**config.mk**
```make
export PLATFORM = sky130hd
export DESIGN_NAME = cpu_address_generation
export DESIGN_NICKNAME = d
export VERILOG_FILES = /design/src/hdl/agen_pkg.sv /design/src/hdl/reg_select.sv /design/src/hdl/cpu_address_generation.sv
export SDC_FILE = /design/constraint.sdc
export NUM_CORES = 1
export LEC_CHECK = 0
export BUFFER_PORTS_ARGS = -buffer_cell sky130_fd_sc_hd__clkbuf_2
export CAP_MARGIN = 20
export CORE_MARGIN = 2
export CORE_UTILIZATION = 45
export DETAILED_ROUTE_END_ITERATION = 10
export PLACE_DENSITY = 0.78
export SYNTH_ARGS = -nofsm -noshare
export SYNTH_HDL_FRONTEND = slang
export SYNTH_HIERARCHICAL = 1
export SYNTH_SLANG_ARGS = --single-unit
```
**constraint.sdc**
```tcl
create_clock -name clk_sys -period 3.3 [get_ports clk_sys]
set_clock_uncertainty 0.1 [all_clocks]
set_input_delay 0.165 -clock clk_sys [delete_from_list [all_inputs] [get_ports clk_sys]]
set_output_delay 0.165 -clock clk_sys [all_outputs]
set_load 0.005 [all_outputs]
```
**src/hdl/agen_pkg.sv**
```systemverilog
// constants and types shared by the address generator
package agen_pkg;

	localparam int ADDR_W = 20;
	localparam logic [19:0] ADDR_RESET = 20'h00000;
	localparam logic [3:0] TOP_NIBBLE = 4'hf;
	localparam logic [3:0] ZERO_NIBBLE = 4'h0;
	// call table region base (entries are two-byte words)
	localparam logic [19:0] CALL_TABLE_BASE = 20'h00080;
	// short direct window base
	localparam logic [19:0] SHORT_DIRECT_BASE = 20'hffe20;
	// special register region base
	localparam logic [19:0] SPECIAL_REG_BASE = 20'hfff00;
	localparam logic [15:0] STACK_CALL_STEP = 16'h0004;
	localparam logic [15:0] STACK_POP_STEP = 16'h0002;
	localparam logic [15:0] STACK_PUSH_STEP = 16'h0002;
	// there is no load path for the pointer, so it must start inside ram or every access faults
	localparam logic [15:0] SP_RESET = 16'hfe00;
	// internal ram limits within the top 64 KB, default covers f000 to feff only
	localparam logic [15:0] RAM_LOW = 16'hf000;
	localparam logic [15:0] RAM_HIGH = 16'hfeff;

	// branch target modes
	typedef enum logic [5:0] {
		BR_NONE     = 6'b000001,
		BR_REL8     = 6'b000010,
		BR_REL16    = 6'b000100,
		BR_IMM20    = 6'b001000,
		BR_IMM16    = 6'b010000,
		BR_REGPAIR  = 6'b100000
	} branch_mode_e;

	// data operand modes
	typedef enum logic [3:0] {
		OP_NONE      = 4'd0,
		OP_DIRECT    = 4'd1,
		OP_SHORT     = 4'd2,
		OP_SHORT_W   = 4'd3,
		OP_SPECIAL   = 4'd4,
		OP_SPECIAL_W = 4'd5,
		OP_INDIRECT  = 4'd6,
		OP_BASED_RP  = 4'd7,
		OP_BASED_SP  = 4'd8,
		OP_WORD_IDX8 = 4'd9,
		OP_WORD_BC   = 4'd10,
		OP_HL_IDX    = 4'd11,
		OP_STACK     = 4'd12
	} operand_mode_e;

	// stack operations
	typedef enum logic [2:0] {
		STK_NONE = 3'd0,
		STK_PUSH = 3'd1,
		STK_POP  = 3'd2,
		STK_CALL = 3'd3,
		STK_RET  = 3'd4
	} stack_op_e;

	// table-call sequencer
	typedef enum logic [2:0] {
		TC_IDLE = 3'b001,
		TC_LOW  = 3'b010,
		TC_HIGH = 3'b100
	} table_state_e;

endpackage

```
**src/hdl/reg_select.sv**
```systemverilog
// register file reader: picks 8-bit register and pair of current bank
`timescale 1ns/10ps
`default_nettype none
module reg_select
	import agen_pkg::*;
(
	// clock
	input  wire logic        clk_sys,
	input  wire logic        rst_n,
	// bank contents, registers x a c b e d l h
	input  wire logic [63:0] bank_regs,
	// selectors
	input  wire logic [2:0]  byte_sel,
	input  wire logic [1:0]  pair_sel,
	// registered outputs
	output var  logic [7:0]  byte_val,
	output var  logic [15:0] pair_val
);

	logic [7:0] regs [8];

	genvar g;
	generate
		for (g = 0; g < 8; g++) begin : g_split
			assign regs[g] = bank_regs[g*8 +: 8];
		end
	endgenerate

	always_ff @(posedge clk_sys or negedge rst_n) begin
		if (!rst_n) begin
			byte_val <= 8'h00;
			pair_val <= 16'h0000;
		end else begin
			byte_val <= regs[byte_sel];
			pair_val <= {regs[{pair_sel, 1'b1}], regs[{pair_sel, 1'b0}]};
		end
	end

endmodule
`default_nettype wire

```
**src/hdl/cpu_address_generation.sv**
```systemverilog
// address generator for branch targets, operands and the stack pointer
// What this block does
// - relative branch: next pc plus signed displacement
// - pc-relative target only for branch instructions
// - immediate target 20-bit, or 16-bit with zero nibble
// - table call: 5-bit index reads word target
// - table-call target stays in lowest 64 KB
// - register branch: pair plus code upper nibble
// - implied operand only for unsigned multiply
// - 3-bit selects byte reg, 2-bit selects pair
// - direct: 16-bit immediate in top 64 KB
// - segment prefix supplies upper nibble from register
// - short direct: 8-bit field into fixed window
// - short direct word form even addresses only
// - special register: 8-bit field, top 256 bytes
// - special register word form even addresses only
// - indirect via second or main pointer pair
// - based: base plus 8 or 16-bit offset
// - based variants; stack form has no prefix
// - based indexed: main pair plus index byte
// - stack addressed through stack pointer automatically
// - push, pop, call and return accesses start inside internal ram
// - call lowers stack pointer by four
// - pop reads two bytes, raises pointer by two
`timescale 1ns/10ps
`default_nettype none
module cpu_address_generation
	import agen_pkg::*;
(
	// clock and reset
	input  wire logic        clk_sys,
	input  wire logic        rst_n,
	// branch request from decoder
	input  wire logic        branch_req,
	input  wire logic [5:0]  branch_mode,
	input  wire logic        branch_instr,
	input  wire logic [19:0] next_pc,
	input  wire logic [19:0] branch_imm,
	input  wire logic [3:0]  code_upper_nibble,
	input  wire logic [1:0]  branch_pair_sel,
	input  wire logic        call_via_pair,
	// table call request and program memory word fetch
	input  wire logic        table_call_instr,
	input  wire logic [4:0]  table_index,
	input  wire logic [7:0]  fetch_data,
	input  wire logic        fetch_valid,
	// operand request from decoder
	input  wire logic        operand_req,
	input  wire logic [3:0]  operand_mode,
	input  wire logic        segment_prefix,
	input  wire logic [3:0]  data_upper_nibble_reg,
	input  wire logic [15:0] operand_imm,
	input  wire logic [7:0]  operand_byte,
	input  wire logic        pointer_is_main,
	input  wire logic        index_is_c,
	input  wire logic        unsigned_multiply_instr,
	input  wire logic [2:0]  reg_field,
	input  wire logic [1:0]  pair_field,
	// register bank contents
	input  wire logic [63:0] bank_regs,
	// stack requests
	input  wire logic        stack_req,
	input  wire logic [2:0]  stack_op,
	// branch outcome
	output logic             pc_load,
	output logic [19:0]      pc_target,
	// table fetch address
	output logic             fetch_req,
	output logic [19:0]      fetch_addr,
	// operand outcome
	output logic             operand_valid,
	output logic [19:0]      operand_addr,
	output logic             implied_multiplier,
	output logic [7:0]       reg_byte,
	output logic [15:0]      reg_pair,
	// stack outcome
	output logic             stack_valid,
	output logic [19:0]      stack_addr,
	output logic [15:0]      stack_pointer,
	output logic             stack_fault
);

	// ****************************************
	// register reads
	// ****************************************
	logic [15:0] pair_bc;
	logic [15:0] pair_de;
	logic [15:0] pair_hl;
	logic [7:0]  reg_b;
	logic [7:0]  reg_c;

	assign pair_bc = bank_regs[31:16];
	assign pair_de = bank_regs[47:32];
	assign pair_hl = bank_regs[63:48];
	assign reg_c = bank_regs[23:16];
	assign reg_b = bank_regs[31:24];

	reg_select u_reg_select (
		.clk_sys   (clk_sys),
		.rst_n     (rst_n),
		.bank_regs (bank_regs),
		.byte_sel  (reg_field),
		.pair_sel  (pair_field),
		.byte_val  (reg_byte),
		.pair_val  (reg_pair)
	);

	// ****************************************
	// branch targets
	// ****************************************
	logic [15:0] branch_pair;
	logic [19:0] next_branch_target;
	logic        next_branch_ok;

	assign branch_pair = bank_regs[{branch_pair_sel, 4'h0} +: 16];

	always_comb begin
		next_branch_target = next_pc;
		next_branch_ok = 1'b0;
		case (branch_mode_e'(branch_mode))
			BR_REL8: begin
				next_branch_ok = branch_instr;
				next_branch_target = next_pc + {{12{branch_imm[7]}}, branch_imm[7:0]};
			end
			BR_REL16: begin
				next_branch_ok = branch_instr;
				next_branch_target = next_pc + {{4{branch_imm[15]}}, branch_imm[15:0]};
			end
			BR_IMM20: begin
				next_branch_ok = 1'b1;
				next_branch_target = branch_imm;
			end
			BR_IMM16: begin
				next_branch_ok = 1'b1;
				next_branch_target = {ZERO_NIBBLE, branch_imm[15:0]};
			end
			BR_REGPAIR: begin
				// only call via any pair or branch via accumulator pair
				next_branch_ok = call_via_pair || (branch_pair_sel == 2'd0);
				next_branch_target = {code_upper_nibble, branch_pair};
			end
			default: begin
				next_branch_ok = 1'b0;
			end
		endcase
	end

	// ****************************************
	// table call sequencer
	// ****************************************
	table_state_e tc_state;
	logic [7:0]   tc_low;

	always_ff @(posedge clk_sys or negedge rst_n) begin
		if (!rst_n) begin
			tc_state <= TC_IDLE;
			tc_low <= 8'h00;
			fetch_req <= 1'b0;
			fetch_addr <= ADDR_RESET;
		end else begin
			case (tc_state)
				TC_IDLE: begin
					if (table_call_instr) begin
						fetch_req <= 1'b1;
						fetch_addr <= CALL_TABLE_BASE + {14'h0000, table_index, 1'b0};
						tc_state <= TC_LOW;
					end
				end
				TC_LOW: begin
					if (fetch_valid) begin
						tc_low <= fetch_data;
						fetch_addr <= fetch_addr + 20'h00001;
						tc_state <= TC_HIGH;
					end
				end
				TC_HIGH: begin
					if (fetch_valid) begin
						fetch_req <= 1'b0;
						tc_state <= TC_IDLE;
					end
				end
				default: begin
					tc_state <= TC_IDLE;
					fetch_req <= 1'b0;
				end
			endcase
		end
	end

	always_ff @(posedge clk_sys or negedge rst_n) begin
		if (!rst_n) begin
			pc_load <= 1'b0;
			pc_target <= ADDR_RESET;
		end else if (tc_state == TC_HIGH && fetch_valid) begin
			pc_load <= 1'b1;
			pc_target <= {ZERO_NIBBLE, fetch_data, tc_low};
		end else begin
			pc_load <= branch_req && next_branch_ok;
			if (branch_req && next_branch_ok)
				pc_target <= next_branch_target;
		end
	end

	// ****************************************
	// operand addresses
	// ****************************************
	logic [3:0]  upper;
	logic [15:0] pointer;
	logic [7:0]  index8;
	logic [15:0] next_low;
	logic [19:0] next_operand;
	logic        next_operand_ok;

	// prefix swaps the forced top region for the register nibble
	assign upper = segment_prefix ? data_upper_nibble_reg : TOP_NIBBLE;
	assign pointer = pointer_is_main ? pair_hl : pair_de;
	assign index8 = index_is_c ? reg_c : reg_b;

	always_comb begin
		next_low = 16'h0000;
		next_operand = ADDR_RESET;
		next_operand_ok = 1'b1;
		case (operand_mode_e'(operand_mode))
			OP_DIRECT:    next_operand = {upper, operand_imm};
			OP_SHORT:     next_operand = SHORT_DIRECT_BASE + {12'h000, operand_byte};
			OP_SHORT_W:   next_operand = SHORT_DIRECT_BASE + {12'h000, operand_byte[7:1], 1'b0};
			OP_SPECIAL:   next_operand = SPECIAL_REG_BASE + {12'h000, operand_byte};
			OP_SPECIAL_W: next_operand = SPECIAL_REG_BASE + {12'h000, operand_byte[7:1], 1'b0};
			OP_INDIRECT:  next_operand = {upper, pointer};
			OP_BASED_RP: begin
				next_low = pointer + {8'h00, operand_byte};
				next_operand = {upper, next_low};
			end
			OP_BASED_SP: begin
				next_low = stack_pointer + {8'h00, operand_byte};
				next_operand = {TOP_NIBBLE, next_low};
			end
			OP_WORD_IDX8: begin
				next_low = operand_imm + {8'h00, index8};
				next_operand = {upper, next_low};
			end
			OP_WORD_BC: begin
				next_low = operand_imm + pair_bc;
				next_operand = {upper, next_low};
			end
			OP_HL_IDX: begin
				next_low = pair_hl + {8'h00, index8};
				next_operand = {upper, next_low};
			end
			OP_STACK:     next_operand = {TOP_NIBBLE, stack_pointer};
			default:      next_operand_ok = 1'b0;
		endcase
	end

	always_ff @(posedge clk_sys or negedge rst_n) begin
		if (!rst_n) begin
			operand_valid <= 1'b0;
			operand_addr <= ADDR_RESET;
			implied_multiplier <= 1'b0;
		end else begin
			operand_valid <= operand_req && next_operand_ok;
			implied_multiplier <= operand_req && unsigned_multiply_instr;
			if (operand_req && next_operand_ok)
				operand_addr <= next_operand;
		end
	end

	// ****************************************
	// stack pointer
	// ****************************************
	logic [15:0] next_sp;
	logic [15:0] next_stack_low;

	always_comb begin
		next_sp = stack_pointer;
		next_stack_low = stack_pointer;
		case (stack_op_e'(stack_op))
			STK_PUSH: begin
				next_sp = stack_pointer - STACK_PUSH_STEP;
				next_stack_low = next_sp;
			end
			STK_POP: begin
				next_sp = stack_pointer + STACK_POP_STEP;
				next_stack_low = stack_pointer;
			end
			STK_CALL: begin
				next_sp = stack_pointer - STACK_CALL_STEP;
				next_stack_low = next_sp;
			end
			STK_RET: begin
				next_sp = stack_pointer + STACK_CALL_STEP;
				next_stack_low = stack_pointer;
			end
			default: begin
				next_sp = stack_pointer;
			end
		endcase
	end

	always_ff @(posedge clk_sys or negedge rst_n) begin
		if (!rst_n) begin
			stack_pointer <= SP_RESET;
			stack_valid <= 1'b0;
			stack_addr <= ADDR_RESET;
			stack_fault <= 1'b0;
		end else begin
			stack_valid <= 1'b0;
			stack_fault <= 1'b0;
			if (stack_req && stack_op != STK_NONE) begin
				// outside ram the access is flagged, never issued, and the pointer kept
				if (next_stack_low < RAM_LOW || next_stack_low > RAM_HIGH) begin
					stack_fault <= 1'b1;
				end else begin
					stack_valid <= 1'b1;
					stack_pointer <= next_sp;
				end
				stack_addr <= {TOP_NIBBLE, next_stack_low};
			end
		end
	end

	// ****************************************
	// checks
	// ****************************************
	imm16_zero_a: assert property (@(posedge clk_sys) disable iff (!rst_n)
		branch_req && branch_mode == BR_IMM16 |=> pc_load && pc_target[19:16] == 4'h0)
		else $error("16-bit target upper nibble not zero");
	rel_only_branch_a: assert property (@(posedge clk_sys) disable iff (!rst_n)
		branch_req && !branch_instr && (branch_mode == BR_REL8 || branch_mode == BR_REL16)
		&& tc_state != TC_HIGH |=> !pc_load)
		else $error("relative target used by non-branch");
	rel8_sum_a: assert property (@(posedge clk_sys) disable iff (!rst_n)
		branch_req && branch_instr && branch_mode == BR_REL8 && tc_state != TC_HIGH
		|=> pc_target == $past(next_pc) + {{12{$past(branch_imm[7])}}, $past(branch_imm[7:0])})
		else $error("relative target sum wrong");
	table_low64k_a: assert property (@(posedge clk_sys) disable iff (!rst_n)
		tc_state == TC_HIGH && fetch_valid |=> pc_load && pc_target[19:16] == 4'h0)
		else $error("table target above 64 KB");
	short_window_a: assert property (@(posedge clk_sys) disable iff (!rst_n)
		operand_req && operand_mode == OP_SHORT |=> operand_addr >= 20'hffe20 && operand_addr <= 20'hfff1f)
		else $error("short direct outside window");
	special_even_a: assert property (@(posedge clk_sys) disable iff (!rst_n)
		operand_req && operand_mode == OP_SPECIAL_W |=> operand_addr[0] == 1'b0 && operand_addr[19:8] == 12'hfff)
		else $error("special word address not even");
	direct_top_a: assert property (@(posedge clk_sys) disable iff (!rst_n)
		operand_req && operand_mode == OP_DIRECT && !segment_prefix |=> operand_addr[19:16] == 4'hf)
		else $error("direct access left top region");
	call_step_a: assert property (@(posedge clk_sys) disable iff (!rst_n)
		stack_req && stack_op == STK_CALL ##1 !stack_fault |-> stack_pointer == $past(stack_pointer) - 16'h0004)
		else $error("call did not lower pointer by four");
	pop_step_a: assert property (@(posedge clk_sys) disable iff (!rst_n)
		stack_req && stack_op == STK_POP ##1 !stack_fault |-> stack_pointer == $past(stack_pointer) + 16'h0002)
		else $error("pop did not raise pointer by two");
	stack_ram_a: assert property (@(posedge clk_sys) disable iff (!rst_n)
		stack_valid |-> stack_addr[19:16] == 4'hf && stack_addr[15:0] >= RAM_LOW && stack_addr[15:0] <= RAM_HIGH)
		else $error("stack access outside internal ram");

endmodule
`default_nettype wire

```
==> results of run 1 <==
[worst max-delay path, cell delays in order (launching register included)]
cell       delay, ns
dfrtp_1         0.38
inv_1           0.11
ha_1            0.25
nand2b_1        0.18
or4_1           0.48
nor4_1          0.46
o22ai_2         0.17
a2111oi_4       0.21
buf_4           0.31
nand2_1         0.09
a22o_1          0.23
[cell families after synthesis]
| family | synth area share [%] |
|---|---|
| AO/OA/AOI/OAI | 22.5 |
| XOR/XNOR | 7.42 |
| adder cells (fa/ha/maj) | 7.57 |
| buffers and inverters | 4.31 |
| flip-flops | 26.7 |
| multiplexers | 15.2 |
| other | 0.0303 |
| AND/OR/NAND/NOR | 16.2 |
[state kept, by name, indices dropped and copies added, names as in the netlist]
signal                 count
stack_fault                1
pc_load                    1
operand_addr              20
stack_pointer             15
implied_multiplier         1
operand_valid              1
stack_valid                1
tc_low                     8
fetch_addr                20
fetch_req                  1
stack_addr                16
u_reg_select/pair_val     16
tc_state                   3
pc_target                 20
u_reg_select/byte_val      8
[power by group through the flow]
stage	logic, W	clock network [W]	registers (W)
floorplan	0.00163	0	0.00221
global route	0.00294	0.00210	0.00230
global placement	0.00255	0	0.00227
CTS	0.00264	0.00203	0.00226
finish	0.00267	0.00199	0.00226
detailed placement	0.00259	0	0.00228
[stage by stage]
| stage | setup slack (ns) | instances | hold slack, ns |
|---|---|---|---|
| floorplan | 0.00755 | 1366 | -0.231 |
| global placement | 0.295 | 1971 | 0.195 |
| detailed placement | 0.200 | 1971 | 0.193 |
| CTS | 0.283 | 2036 | 0.000158 |
| global route | 0.0706 | 2038 | 0.00902 |
| finish | 0.251 | 2038 | 0.0274 |
[worst paths after layout]
kind	to	slack, ns
max	stack_pointer[9]	0.25
min	operand_addr[0]	0.03
max reg2reg	stack_pointer[9]	0.25
min reg2reg	stack_pointer[15]	0.34
max in group asynchronous	u_reg_select/pair_val[4]	1.92
min in group asynchronous	fetch_addr[4]	0.29
[final cells by class]
cell class / count / area, um2
inverter: 32 / 120
clock buffer: 17 / 425
multi-input combinational: 1114 / 8600
antenna: 1 / 2.50
sequential: 132 / 3310
tap: 341 / 427
timing repair buffer: 386 / 2230
fill: 2419 / 11700
clock inverter: 15 / 171
[cell usage in the layout, fill, tap and decap left out, drive strengths merged, types with 24 or more instances in the layout]
cell	instances
a21oi	94
ha	67
nor2	112
o21ai	88
a211oi	24
mux2	45
dlygate4sd3	34
xnor2	56
mux4	48
clkbuf	321
nand3	36
nand2	116
dfrtp	124
buf	48
nor3	30
xor2	49
inv	44
[repair_timing]
item                      in CTS  in global routing
hold buffers                  33                  1
hold endpoints to repair     112                  1
setup buffers                  0                  0
resized for setup              0                  0
[metal layers]
layer	vias up	share of wire (%)	global-route usage, %
met4	2	4.3	13.3
met2	751	46	51.1
li1	5817	-	-
met1	6189	40	38.7
met5	-	0.029	0
met3	142	9.8	7.74
==> flow_summary.yaml, run 1 <==
status:
  status: "finished clean"
layout:
  final_area_um2: 15300
  syn_to_final_growth_pct: 23.3
  fin_nets: 1937
  utilization_pct: 56.6
  drive_gt1_share_pct: 29.7
sta:
  worst_pin_slew_ns: 0.888
  fmax_ghz: 0.328
  max-slew-margin-rel_pct: 40.0
  min_period_over_period_pct: 92.4
  hold_viol_final: 0
  setup_viol: 0
  slew_viol_final: 0
  period_needed_ns: 3.05
  tns_ns: 0
  rsz0062_at_grt: "false"
synth:
  synth_flop_cell: "dfrtp_1"
  synth.most_common_cell: "dfrtp_1"
  yosys.area.top_type: "dfrtp_1"
  synth_area_leaders: "dfrtp_1 25%, ha_1 6.8%, mux4_2 5.8%"
  synth_common_cells: "124 x dfrtp_1, 116 x nand2_1, 112 x nor2_1"
  ys_seq_area_share_pct: 26.7
  synth_edf_count: 0
  synth.avg_cell_area_um2: 9.08
  ys.warnings.count: 6
  synthCells: 1365
  syn_area_um2: 12400
  netlist.area_leader.share_pct: 25.0
  yosysUniqueCellTypes: 83
  async_flop_share_pct: 100
  synth-seq-cells: 132
place:
  dpl_cell_area_um2: 14300
  port_buffers: 305
  gp_congestion: 0.997
  hpwl_um: 35300
floorplanning:
  io_pins: 308
  dieWidth_um: 170
  fp.dieH_um: 170
  design.core.area_um2: 27000
  initial_core_util_pct: 45.9
  rows: 60
  die_area_um2: 28900
power:
  power.total_w: 0.00693
  power_density_nw_per_um2: 453
  p_leak_nw: 6.87
  combPwrFrac_pct: 38.6
  p_seq_share_pct: 32.7
  irDropWorstVdd_mv: 0.249
  internal-power_w: 0.00427
  power.switching_w: 0.00266
  p_sw_share_pct: 38.4
  p_clk_share_pct: 28.8
setup_path:
  crit_arrival_ns: 3.31
  critPathKind: "reg -> reg"
  required_ns: 3.56
  cp_max_fo: 18
  r2r-start: "stack_pointer[3]"
  crit_path_end_kind: "flip-flop"
  critPathLaunchType: "flip-flop"
  rr_worst_depth: 10
  crit_path_start: "stack_pointer[3]"
global_route:
  first_global_vias: 12600
  grt_util_all_layers_pct: 31.0
  grt_start_max_net_pins: 86
  grt_overflow: 0
  antenna_found_initial: 2
  grt_pass1_wl_um: 69600
cts:
  numCtsBuffers: 17
  clock_latency_ns: 0.43
  path_clk_slew_ns: 0.08
  htreeDepth: 4
  clock_path_buffers: 2
  cts_tree: "done"
  cts.sinks: 132
  root_buffer: "clkbuf_16"
route:
  ant_nets: 0
  initialDrtViolationCount: 1440
  first_pass_iters: 6
  drc: 0
  viasPerCell: 6.33
  vias: 12900
  wire_per_inst_um: 22.1
  drt-total-wl_um: 45100
worst_hold_path:
  hold_path.class: "in -> reg"
  hp-start: "operand_byte[0]"
  hold_depth: 3
flow_run:
  drv_cap: 0
Note: power is estimated with default switching activity, not from simulation.
==> run 2, diff against run 1 <==
--- a/config.mk
+++ b/config.mk
@@ -9,8 +9,9 @@
 export CAP_MARGIN = 20
 export CORE_MARGIN = 2
 export CORE_UTILIZATION = 45
+export CTS_BUF_LIST = sky130_fd_sc_hd__clkbuf_16
 export DETAILED_ROUTE_END_ITERATION = 10
-export PLACE_DENSITY = 0.78
+export PLACE_DENSITY = 0.81
 export SYNTH_ARGS = -nofsm -noshare
 export SYNTH_HDL_FRONTEND = slang
 export SYNTH_HIERARCHICAL = 1
==> constraint.sdc (replaced) <==
create_clock -name clk_sys -period 2.6 [get_ports clk_sys]
set_clock_uncertainty 0.1 [all_clocks]
set_input_delay 0.13 -clock clk_sys [delete_from_list [all_inputs] [get_ports clk_sys]]
set_output_delay 0.13 -clock clk_sys [all_outputs]
set_load 0.005 [all_outputs]
==> run 2 against run 1 <==
Net effect: the flow now finishes with violations (setup timing); total power grew 38%; sequential share of layout area shrank 2.4 points; count of clock-buffer cells in the layout is the same; non-clock buffer count grew 194; clock power grew 31%; wire length grew 11%; sequential power grew 27%; highest routed layer unchanged; core utilization grew 6.9 points; largest power group unchanged; critical path depth is the same; maximum frequency grew 13%; worst hold slack lost 0.017 ns; setup slack lost 0.35 ns.
==> flow_summary.yaml, run 2 (synthesis results as in run 1) <==
place:
  gp_congestion: 0.976
  port_buffers: 305
  hpwl_um: 38700
  dpl_cell_area_um2: 15800
route:
  first_pass_iters: 7
  ant_nets: 0
  wire_per_inst_um: 22.5
  viasPerCell: 6.25
  vias: 14000
  drc: 0
  initialDrtViolationCount: 1496
  drt-total-wl_um: 50200
floorplanning:
  rows: 60
  io_pins: 308
  die_area_um2: 28900
  dieWidth_um: 170
  initial_core_util_pct: 45.9
  fp.dieH_um: 170
  design.core.area_um2: 27000
worst_hold_path:
  hp-start: "bank_regs[15]"
  hold_path.class: "in -> reg"
  worst_hold_path.endpoint: "u_reg_select/pair_val[15]"
  hold_depth: 2
setup_path:
  critPathKind: "reg -> reg"
  r2r_slack_ns: -0.1
  r2r-end: "stack_pointer[8]"
  rr_worst_depth: 10
  crit_path_start: "stack_pointer[8]"
  cp_max_fo: 7
  r2r-start: "stack_pointer[8]"
  critPathLaunchType: "flip-flop"
  required_ns: 2.82
  crit_arrival_ns: 2.91
  crit_path_end_kind: "flip-flop"
global_route:
  grt_start_max_net_pins: 66
  grt_util_all_layers_pct: 34.3
  grt_pass1_wl_um: 76700
  grt_overflow: 0
  first_global_vias: 13700
  antenna_found_initial: 4
sta:
  fmax_ghz: 0.371
  max-slew-margin-rel_pct: 49.5
  hold_viol_final: 0
  setup_ws_ns: -0.0967
  period_needed_ns: 2.70
  rsz0062_at_grt: "true"
  min_period_over_period_pct: 104
  worst_pin_slew_ns: 0.751
  slew_viol_final: 0
  setup_viol: 13
layout:
  drive_gt1_share_pct: 38.6
  final_common_cell: "clkbuf_2"
  layout_common_cells: "304 x clkbuf_2, 221 x buf_4, 122 x dfrtp_1"
  fin_nets: 2131
  syn_to_final_growth_pct: 38.5
  final_area_um2: 17200
  reg_top3: "fetch_addr x20, operand_addr x20, pc_target x20"
power:
  p_leak_nw: 7.89
  irDropWorstVdd_mv: 0.396
  power_density_nw_per_um2: 556
  power.total_w: 0.00955
cts:
  path_clk_slew_ns: 0.07
  clock_latency_ns: 0.43
  cts.sinks: 132
  clock_path_buffers: 2
  cts_tree: "done"
  htreeDepth: 4
  numCtsBuffers: 17
  root_buffer: "clkbuf_16"
flow_run:
  drv_cap: 0
status:
  status: "finished, violations left"
  violations: "setup timing"
[run 2: cell types whose count changed in the layout (fill, tap and decap cells not counted), sizes merged, moves of 2 or more]
cell	change
buf	+180
bufinv	+2
diode	+2
dlygate4sd3	+14
clkinvlp	+2
inv	-5
[run 2: per-stage QoR]
stage | utilization, % | TNS, ns | cells | setup slack (ns) | hold slack [ns]
4_1_cts | 63.0 | -1.28 | 2226 | -0.127 | 0.000147
3_5_place_dp | 58.6 | -5.69 | 2143 | -0.392 | 0.00487
2_1_floorplan | - | -4.99 | 1366 | -0.497 | -0.266
3_3_place_gp | 58.6 | -4.46 | 2143 | -0.348 | -0.00214
5_1_grt | 63.5 | -2.17 | 2232 | -0.196 | 0.0163
6_report | 63.5 | -0.973 | 2234 | -0.0967 | 0.0100
[run 2: cell type report]
class / instances / area (um2)
Fill cell: 2211 / 9870
Multi-Input combinational cell: 1114 / 8920
Timing Repair Buffer: 580 / 3770
Clock inverter: 15 / 180
Clock buffer: 17 / 425
Sequential cell: 132 / 3320
Tap cell: 341 / 427
Inverter: 32 / 120
Antenna cell: 3 / 7.51
[run 2: per-layer routing]
metal	routed length, um	part of all wire, %	track usage, %
met5	29	0.058	0
met3	4680	9.3	7.12
met1	19400	39	43.0
met2	23800	47	57.0
met4	2330	4.6	15.8
[run 2: where the power goes]
part | internal, W | total [W] | switching (W)
Combinational | 0.00197 | 0.00408 | 0.00211
Clock | 0.00152 | 0.00261 | 0.00109
Sequential | 0.00251 | 0.00286 | 0.000350
Total | 0.00600 | 0.00955 | 0.00355
[run 2: worst max path at each step]
| stage | depth (start not counted) | to | slack, ns |
|---|---|---|---|
| 2_1_floorplan | 15 | operand_addr[12] | -0.50 |
| 3_3_place_gp | 14 | operand_addr[12] | -0.35 |
| 3_5_place_dp | 14 | operand_addr[12] | -0.39 |
| 4_1_cts | 8 | stack_pointer[11] | -0.13 |
| 5_1_grt | 8 | stack_pointer[3] | -0.20 |
| 6_report | 10 | stack_pointer[8] | -0.1 |
[run 2: worst max-delay path, cell delays in order (launching register included)]
cell	delay, ns
dfrtp_1	0.41
or4_4	0.53
or3_4	0.37
buf_4	0.16
o31a_1	0.25
o22ai_2	0.20
a2111oi_4	0.09
buf_6	0.17
buf_12	0.13
a21oi_2	0.12
a21oi_2	0.04
[run 2: timing repair]
| item | in CTS | in global routing |
|---|---|---|
| setup endpoints to repair | 19 | 22 |
| hold buffers | 48 | 0 |
| hold endpoints to repair | 98 | 0 |
| setup buffers | 3 | 5 |
| gates resized for setup | 17 | 22 |
| pin swaps | 10 | 10 |
| gates cloned | 1 | 0 |
